<file path="config.mk">
export PLATFORM = sky130hd
export DESIGN_NAME = mqk_encoder
export DESIGN_NICKNAME = d
export VERILOG_FILES = /design/src/hdl/mqk_pkg.sv /design/src/hdl/mqk_encoder.sv
export VERILOG_INCLUDE_DIRS = /design/src /design/src/hdl
export SDC_FILE = /design/constraint.sdc
export NUM_CORES = 1
export LEC_CHECK = 0
export BUFFER_PORTS_ARGS = -buffer_cell sky130_fd_sc_hd__buf_2
export CAP_MARGIN = 20
export CORE_UTILIZATION = 40
export DETAILED_ROUTE_END_ITERATION = 8
export HOLD_SLACK_MARGIN = 0.15
export PLACE_DENSITY = 0.65
export SLEW_MARGIN = 10
export SYNTH_ARGS = -nofsm -noshare
export SYNTH_HDL_FRONTEND = slang
export SYNTH_SLANG_ARGS = --single-unit
</file>
<file path="constraint.sdc">
create_clock -name mclk_in -period 8 [get_ports mclk_in]
set_clock_uncertainty 0.2 [all_clocks]
set_input_delay 0 -clock mclk_in [delete_from_list [all_inputs] [get_ports mclk_in]]
set_output_delay 0 -clock mclk_in [all_outputs]
set_load 0.05 [all_outputs]
</file>
<file path="src/hdl/mqk_consts.svh">
`ifndef MQK_CONSTS_SVH
`define MQK_CONSTS_SVH

// clock and timing
`define MQK_CLK_HZ            250000000
`define MQK_CLK_PERIOD_NS     4
`define MQK_PULSES_PER_INCH   100
`define MQK_MAX_PULSE_HZ      1000
`define MQK_REPORT_RATE_HZ    35
// least spacing between report starts, rounded up to whole cycles
`define MQK_REPORT_GAP_CYC    ((`MQK_CLK_HZ + `MQK_REPORT_RATE_HZ - 1) / `MQK_REPORT_RATE_HZ)
`define MQK_GAP_W             23

// movement word
`define MQK_ACC_W             12
`define MQK_MAG_MAX           7'h7F
`define MQK_DIR_X_POS         2'h0
`define MQK_DIR_X_NEG         2'h1
`define MQK_DIR_Y_POS         2'h2
`define MQK_DIR_Y_NEG         2'h3

// scan codes
`define MQK_SC_ALT            8'h38
`define MQK_SC_INDEX          8'h7C
`define MQK_SC_MIDDLE         8'h7D
`define MQK_SC_RING           8'h7E
`define MQK_SC_BREAK          8'h80
`define MQK_SC_DIGIT0         8'h0B
`define MQK_SC_DIGIT_BASE     8'h01
`define MQK_SC_NONE           8'h00

// emulated keystroke sequence
`define MQK_SEQ_LAST          4'h9

// quadrature positions (gray decoded to binary)
`define MQK_POS_FIRST         2'h0
`define MQK_POS_LAST          2'h3
`define MQK_POS_ILLEGAL       2'h2

`endif

</file>
<file path="src/hdl/mqk_pkg.sv">
package mqk_pkg;

  typedef struct packed {
    logic a;
    logic b;
  } mqk_quad_t;

  typedef struct packed {
    logic [1:0] dir;
    logic [6:0] mag;
  } mqk_word_t;

  typedef enum logic [1:0] {
    MQK_IDLE = 2'b00,
    MQK_BTN  = 2'b01,
    MQK_MOVE = 2'b10
  } mqk_state_t;

endpackage : mqk_pkg

</file>
<file path="src/hdl/mqk_encoder.sv">
// Behaviour
// - one count per quadrature pulse
// - track pulse trains up to about 1kHz
// - direction from phase order of each pair
// - only relative displacements, no absolute position
// - at most 35 movement reports per second
// - word bits 0-6 hold magnitude
// - bits 8:7 give direction code
// - word sent as five emulated keystrokes
// - header is ALT plus index button
// - three octal digit keys, most significant first
// - ALT, index make/break, ALT break, digits
// - buttons send make/break codes 124-126 by finger
// - hand mode swaps switch one and three codes
// - ALT+button one sets right mode, reset default
// - ALT+button two sets left mode
// - buttons pressed under ALT are swallowed
// - release code is press code plus 128
`timescale 1ns/100ps
`include "mqk_consts.svh"

module mqk_encoder
  import mqk_pkg::*;
#(
  parameter int unsigned REPORT_GAP_CYC = `MQK_REPORT_GAP_CYC
) (
  input  wire logic       mclk_in,            // keyboard controller clock
  input  wire logic       rst_n_in,           // synchronous reset, active low
  input  wire logic       x_phase_a_in,       // x axis phase a, asynchronous
  input  wire logic       x_phase_b_in,       // x axis phase b, asynchronous
  input  wire logic       y_phase_a_in,       // y axis phase a, asynchronous
  input  wire logic       y_phase_b_in,       // y axis phase b, asynchronous
  input  wire logic       button_one_in,      // switch 1, high when pressed
  input  wire logic       button_two_in,      // switch 2, high when pressed
  input  wire logic       button_three_in,    // switch 3, high when pressed
  input  wire logic       alt_held_in,        // ALT key held, same clock
  input  wire logic       code_ready_in,      // scan code sink ready
  output logic            code_valid_out,     // scan code offered
  output logic [7:0]      code_out,           // scan code
  output logic            left_hand_mode_out  // current hand mode
);

  localparam logic [`MQK_GAP_W-1:0] GAP_RELOAD = `MQK_GAP_W'(REPORT_GAP_CYC - 1);

  // ---------------- input synchronisers
  logic [6:0] meta_reg;
  logic [6:0] meta_next;
  logic [6:0] sync_reg;
  logic [6:0] sync_next;

  always_comb begin
    meta_next = {button_three_in, button_two_in, button_one_in,
                 y_phase_b_in, y_phase_a_in, x_phase_b_in, x_phase_a_in};
    sync_next = meta_reg;
  end

  always_ff @(posedge mclk_in) begin
    if (!rst_n_in) begin
      meta_reg <= 7'h00;
      sync_reg <= 7'h00;
    end else begin
      meta_reg <= meta_next;
      sync_reg <= sync_next;
    end
  end

  mqk_quad_t  quad [2];
  logic [2:0] btn_now;

  assign quad[0] = '{a: sync_reg[0], b: sync_reg[1]};
  assign quad[1] = '{a: sync_reg[2], b: sync_reg[3]};
  assign btn_now = sync_reg[6:4];

  // ---------------- quadrature decode per axis
  // sampling at 250 MHz leaves huge margin over 1kHz pulse trains
  logic [1:0] pos_reg  [2];
  logic [1:0] pos_next [2];
  logic [1:0] pos_cur  [2];
  logic       cnt_up   [2];
  logic       cnt_dn   [2];

  genvar g;
  generate
    for (g = 0; g < 2; g++) begin : g_axis
      always_comb begin
        pos_cur[g]  = {quad[g].a, quad[g].a ^ quad[g].b};
        pos_next[g] = pos_reg[g];
        cnt_up[g]   = 1'b0;
        cnt_dn[g]   = 1'b0;
        // a jump of two positions means both phases moved: direction unknown
        if ((pos_cur[g] - pos_reg[g]) != `MQK_POS_ILLEGAL) begin
          pos_next[g] = pos_cur[g];
        end
        // count once per full cycle, sign from phase order
        if (pos_reg[g] == `MQK_POS_LAST && pos_cur[g] == `MQK_POS_FIRST) begin
          cnt_up[g] = 1'b1;
        end
        if (pos_reg[g] == `MQK_POS_FIRST && pos_cur[g] == `MQK_POS_LAST) begin
          cnt_dn[g] = 1'b1;
        end
      end

      always_ff @(posedge mclk_in) begin
        if (!rst_n_in) begin
          pos_reg[g] <= `MQK_POS_FIRST;
        end else begin
          pos_reg[g] <= pos_next[g];
        end
      end
    end
  endgenerate

  // ---------------- helper functions
  function automatic logic [7:0] finger_code(input logic [1:0] idx, input logic left);
    logic [7:0] c;
    c = `MQK_SC_MIDDLE;
    if (idx == 2'h0) begin
      c = left ? `MQK_SC_RING : `MQK_SC_INDEX;
    end else if (idx == 2'h2) begin
      c = left ? `MQK_SC_INDEX : `MQK_SC_RING;
    end
    return c;
  endfunction : finger_code

  function automatic logic [7:0] digit_code(input logic [2:0] d);
    logic [7:0] c;
    c = (d == 3'h0) ? `MQK_SC_DIGIT0 : (`MQK_SC_DIGIT_BASE + 8'(d));
    return c;
  endfunction : digit_code

  function automatic logic [7:0] seq_code(input logic [3:0] step, input mqk_word_t w);
    logic [8:0] bits;
    logic [7:0] c;
    bits = w;
    case (step)
      4'h0:    c = `MQK_SC_ALT;
      4'h1:    c = `MQK_SC_INDEX;
      4'h2:    c = `MQK_SC_INDEX | `MQK_SC_BREAK;
      4'h3:    c = `MQK_SC_ALT | `MQK_SC_BREAK;
      4'h4:    c = digit_code(bits[8:6]);
      4'h5:    c = digit_code(bits[8:6]) | `MQK_SC_BREAK;
      4'h6:    c = digit_code(bits[5:3]);
      4'h7:    c = digit_code(bits[5:3]) | `MQK_SC_BREAK;
      4'h8:    c = digit_code(bits[2:0]);
      4'h9:    c = digit_code(bits[2:0]) | `MQK_SC_BREAK;
      default: c = `MQK_SC_NONE;
    endcase
    return c;
  endfunction : seq_code

  // ---------------- sender state
  mqk_state_t                 state_reg;
  mqk_state_t                 state_next;
  logic signed [`MQK_ACC_W-1:0] acc_reg  [2];
  logic signed [`MQK_ACC_W-1:0] acc_next [2];
  logic [`MQK_GAP_W-1:0]      gap_reg;
  logic [`MQK_GAP_W-1:0]      gap_next;
  logic [3:0]                 step_reg;
  logic [3:0]                 step_next;
  mqk_word_t                  word_reg;
  mqk_word_t                  word_next;
  logic [7:0]                 code_reg;
  logic [7:0]                 code_next;
  logic                       turn_reg;
  logic                       turn_next;
  logic                       left_reg;
  logic                       left_next;
  logic [2:0]                 rep_reg;
  logic [2:0]                 rep_next;
  logic [2:0]                 supp_reg;
  logic [2:0]                 supp_next;
  logic [7:0]                 held_reg  [3];
  logic [7:0]                 held_next [3];

  always_comb begin
    logic                         done;
    logic                         axis;
    logic signed [`MQK_ACC_W-1:0] sel;
    logic        [`MQK_ACC_W-1:0] absval;
    logic        [6:0]            mag;
    done       = 1'b0;
    axis       = 1'b0;
    sel        = '0;
    absval     = '0;
    mag        = 7'h00;
    state_next = state_reg;
    gap_next   = (gap_reg != '0) ? gap_reg - 1'b1 : gap_reg;
    step_next  = step_reg;
    word_next  = word_reg;
    code_next  = code_reg;
    turn_next  = turn_reg;
    left_next  = left_reg;
    rep_next   = rep_reg;
    supp_next  = supp_reg;
    for (int i = 0; i < 3; i++) begin
      held_next[i] = held_reg[i];
    end
    // only the pending displacement is kept, never a position
    for (int i = 0; i < 2; i++) begin
      acc_next[i] = acc_reg[i] + (cnt_up[i] ? `MQK_ACC_W'(1) : `MQK_ACC_W'(0))
                               - (cnt_dn[i] ? `MQK_ACC_W'(1) : `MQK_ACC_W'(0));
    end

    unique case (state_reg)
      MQK_IDLE: begin
        for (int i = 0; i < 3; i++) begin
          if (!done && btn_now[i] != rep_reg[i]) begin
            done        = 1'b1;
            rep_next[i] = btn_now[i];
            if (btn_now[i]) begin
              if (alt_held_in) begin
                supp_next[i] = 1'b1;
                if (i == 0) begin
                  left_next = 1'b0;
                end
                if (i == 1) begin
                  left_next = 1'b1;
                end
              end else begin
                // keep the press code so a mode change cannot orphan the release
                held_next[i] = finger_code(2'(i), left_reg);
                code_next    = finger_code(2'(i), left_reg);
                state_next   = MQK_BTN;
              end
            end else if (supp_reg[i]) begin
              supp_next[i] = 1'b0;
            end else begin
              code_next  = held_reg[i] | `MQK_SC_BREAK;
              state_next = MQK_BTN;
            end
          end
        end
        if (!done && gap_reg == '0 && (acc_reg[0] != '0 || acc_reg[1] != '0)) begin
          // alternate axes so one busy axis cannot starve the other
          axis   = (acc_reg[0] == '0) || (acc_reg[1] != '0 && turn_reg);
          sel    = acc_reg[axis];
          absval = (sel < 0) ? `MQK_ACC_W'(-sel) : `MQK_ACC_W'(sel);
          mag    = (absval > `MQK_ACC_W'(`MQK_MAG_MAX)) ? `MQK_MAG_MAX : absval[6:0];
          word_next.mag = mag;
          if (!axis) begin
            word_next.dir = (sel < 0) ? `MQK_DIR_X_NEG : `MQK_DIR_X_POS;
          end else begin
            word_next.dir = (sel < 0) ? `MQK_DIR_Y_NEG : `MQK_DIR_Y_POS;
          end
          // the remainder stays pending for the next report
          if (sel < 0) begin
            acc_next[axis] = acc_next[axis] + `MQK_ACC_W'(mag);
          end else begin
            acc_next[axis] = acc_next[axis] - `MQK_ACC_W'(mag);
          end
          turn_next  = ~axis;
          gap_next   = GAP_RELOAD;
          step_next  = 4'h0;
          code_next  = `MQK_SC_ALT;
          state_next = MQK_MOVE;
        end
      end
      MQK_BTN: begin
        if (code_ready_in) begin
          state_next = MQK_IDLE;
        end
      end
      MQK_MOVE: begin
        if (code_ready_in) begin
          if (step_reg == `MQK_SEQ_LAST) begin
            state_next = MQK_IDLE;
          end else begin
            step_next = step_reg + 4'h1;
            code_next = seq_code(step_reg + 4'h1, word_reg);
          end
        end
      end
      default: begin
        state_next = MQK_IDLE;
      end
    endcase
  end

  always_ff @(posedge mclk_in) begin
    if (!rst_n_in) begin
      state_reg <= MQK_IDLE;
      acc_reg   <= '{default: '0};
      gap_reg   <= '0;
      step_reg  <= 4'h0;
      word_reg  <= '0;
      code_reg  <= `MQK_SC_NONE;
      turn_reg  <= 1'b0;
      left_reg  <= 1'b0;
      rep_reg   <= 3'h0;
      supp_reg  <= 3'h0;
      held_reg  <= '{default: `MQK_SC_NONE};
    end else begin
      state_reg <= state_next;
      acc_reg   <= acc_next;
      gap_reg   <= gap_next;
      step_reg  <= step_next;
      word_reg  <= word_next;
      code_reg  <= code_next;
      turn_reg  <= turn_next;
      left_reg  <= left_next;
      rep_reg   <= rep_next;
      supp_reg  <= supp_next;
      held_reg  <= held_next;
    end
  end

  assign code_valid_out     = (state_reg != MQK_IDLE);
  assign code_out           = code_reg;
  assign left_hand_mode_out = left_reg;

endmodule : mqk_encoder

</file>
==> flow_summary.json <==
{
  "tritoncts": "built",
  "finalCritPeriodShare_pct": 83.9,
  "crit_buf_inv": 2,
  "port_buffers": 20,
  "clock_latency_ns": 0.36,
  "synthCells": 1011,
  "vias_per_cell": 5.63,
  "synthFlopType": "dfxtp_1",
  "ys_async_sr_fraction_pct": 0,
  "grt_start_max_net_pins": 53,
  "die-width_um": 141,
  "dr.pass1.iters": 5,
  "relSlewSlack_pct": 24.8,
  "max_stage_delay_ns": 0.80,
  "maxCapViolCount": 0,
  "yosys-top-cells-area": "dfxtp_1, ha_1, a21oi_1",
  "ys_types": 80,
  "cp.arrival_ns": 6.76,
  "drive_gt1_share_pct": 6.89,
  "rows": 50,
  "worstPathCellList": "inv_1 -> ha_1 -> nand3_1 -> or2_1 -> nand2_1 -> buf_4 -> a21oi_1 -> a21o_1 -> xnor2_1 -> a2111oi_0 -> ha_1 -> o21ba_2 -> o31ai_1 -> nand2_1 -> a2111o_1 -> nand4_1 -> a41oi_1 -> mux2_1",
  "synth.avg_cell_area_um2": 7.69,
  "cp_top_family": "compound AO/OA/AOI/OAI gates",
  "final_nets": 1104,
  "cts_num_sinks": 101,
  "finalHoldViolCount": 0,
  "die_area_um2": 20000,
  "mostFrequentLayoutCells": "nor2_1, dfxtp_1, a21oi_1, nand2_1, inv_1",
  "cp_max_fo": 17,
  "vias": 7267,
  "grt_usage_pct": 20.8,
  "core-area_um2": 18900,
  "numCtsBuffers": 9,
  "yosys.area.top_type_share_pct": 26.0,
  "synth_edf_count": 0,
  "report.final.slew_viol_count": 0,
  "status": "complete, no violations",
  "largest_reg_flops": 24,
  "pre_cts_ws_ns": 1.43,
  "grt_first_pass_wirelength_mm": 33.4,
  "dieHeight_um": 141,
  "root_buffer": "clkbuf_16",
  "diodes": 0,
  "place_hpwl_mm": 15.2,
  "period_needed_ns": 6.71,
  "n_fill_cell": 1919,
  "synth_area_um2": 7770,
  "remaining_drc_errors": 0,
  "hold_class": "reg -> reg",
  "timing.fmax_ghz": 0.149,
  "start_util_pct": 41.1,
  "clk_pin_slew_ns": 0.08,
  "synth-seq-area-share_pct": 26.0,
  "final_antenna_net_count": 0,
  "routed_wl_mm": 20.5,
  "num_io_pins": 21,
  "syn_nets": 1089,
  "place_congestion": 0.976,
  "crit_path_start_kind": "flop",
  "path_class": "reg -> reg",
  "grt_overflow": 0,
  "cts_max_level": 3,
  "crit_path_top_delay_cell": "a21oi_1",
  "end_kind": "flop",
  "cts_buffer_depth": 2,
  "setup_tns_ns": 0,
  "synth_top_cell_by_area": "dfxtp_1",
  "rsz0062_at_grt": "no",
  "area_growth_pct": 10.5,
  "layout_commonest_cell": "nor2_1",
  "worst_pin_slew_ns": 1.12,
  "yosysWarnings": 0,
  "wl_per_cell_um": 15.9,
  "ys_seq_elements": 101,
  "setup_ws_ns": 1.29,
  "antenna_found_initial": 0,
  "drt_iter0_drc": 614,
  "crit_required_ns": 8.05,
  "setup-violations-final": 0,
  "grt_pass1_vias": 6669
}
-- worst reg2reg max path: stages (launching register included) --
cell and delay (ns):
dfxtp_1 0.56, inv_1 0.22, ha_1 0.24, nand3_1 0.10, or2_1 0.22, nand2_1 0.36
buf_4 0.34, a21oi_1 0.80, a21o_1 0.16, xnor2_1 0.07, a2111oi_0 0.75, ha_1 0.45
o21ba_2 0.27, o31ai_1 0.67, nand2_1 0.11, a2111o_1 0.35, nand4_1 0.19, a41oi_1 0.16
mux2_1 0.36
-- worst paths after layout --
path                            cells past startpoint                    from  slack (ns)                      to
worst max-delay path                               18  acc_reg[23]$_SDFF_PN0_        1.29  acc_reg[20]$_SDFF_PN0_
worst min-delay path                                1  meta_reg[5]$_SDFF_PN0_        0.23  sync_reg[5]$_SDFF_PN0_
worst max register to register                     18  acc_reg[23]$_SDFF_PN0_        1.29  acc_reg[20]$_SDFF_PN0_
worst min register to register                      1  meta_reg[5]$_SDFF_PN0_        0.23  sync_reg[5]$_SDFF_PN0_
-- area by class of cell --
cell class / count / area, um2 / area share (%)
multi-input cells: 800 / 5330 / 62.1
repair buffers: 42 / 308 / 3.58
clock inverters: 7 / 104 / 1.21
well taps: 260 / 325 / 3.79
flip-flops and latches: 101 / 2020 / 23.6
inverters: 72 / 270 / 3.15
clock buffers: 9 / 225 / 2.62
-- through the flow --
step / hold slack, ns / cell area [um2] / cells / utilization, %
floorplan: -0.0727 / 7770 / 1011 / -
global placement: 0.00419 / 8090 / 1258 / 42.8
detailed placement: 0.00811 / 8090 / 1258 / 42.8
CTS: 0.237 / 8590 / 1291 / 45.4
global route: 0.250 / 8590 / 1291 / 45.4
finish: 0.234 / 8590 / 1291 / 45.4
-- metal layers --
metal | GRT usage [%] | vias up | wire [um]
li1 | - | 3634 | -
met5 | 0 | - | 0
met3 | 3.88 | 35 | 1170
met2 | 33.2 | 220 | 9120
met4 | 6.17 | 0 | 397
met1 | 28.6 | 3378 | 9820
-- cell usage after synthesis (5+ instances only) --
master	instances
nor2_1	109
dfxtp_1	101
a21oi_1	96
nand2_1	83
inv_1	72
ha_1	63
o21ai_0	47
xnor2_1	37
clkbuf_1	33
nor3_1	28
nand3_1	27
mux2i_1	24
and2_1	22
xor2_1	20
nand2b_1	16
a211oi_1	15
or3_1	14
a31oi_1	11
nor4_1	11
and3_1	10
nand4_1	10
nor3b_1	8
o21bai_1	8
o31ai_1	8
or4_1	8
o211ai_1	7
o22ai_1	7
or2_2	7
a21o_1	6
nor2b_1	6
o21a_1	6
a211o_1	5
o21ai_1	5
-- kinds of logic after synthesis --
logic type	synth area share (%)
AO/OA/AOI/OAI	22.3
XOR/XNOR	6.43
adder cells (fa/ha/maj)	11.2
buffers and inverters	5.36
flip-flops	26.0
multiplexers	3.67
AND/OR/NAND/NOR	25.0
-- timing repair --
action	4_1_cts	5_1_grt
hold endpoints to repair	47	0
resized for setup	0	0
hold buffers	17	0
buffers inserted	0	0
Power is not shown: default switching activity piles up to over one toggle a cycle in this logic, so the estimate is an artifact.
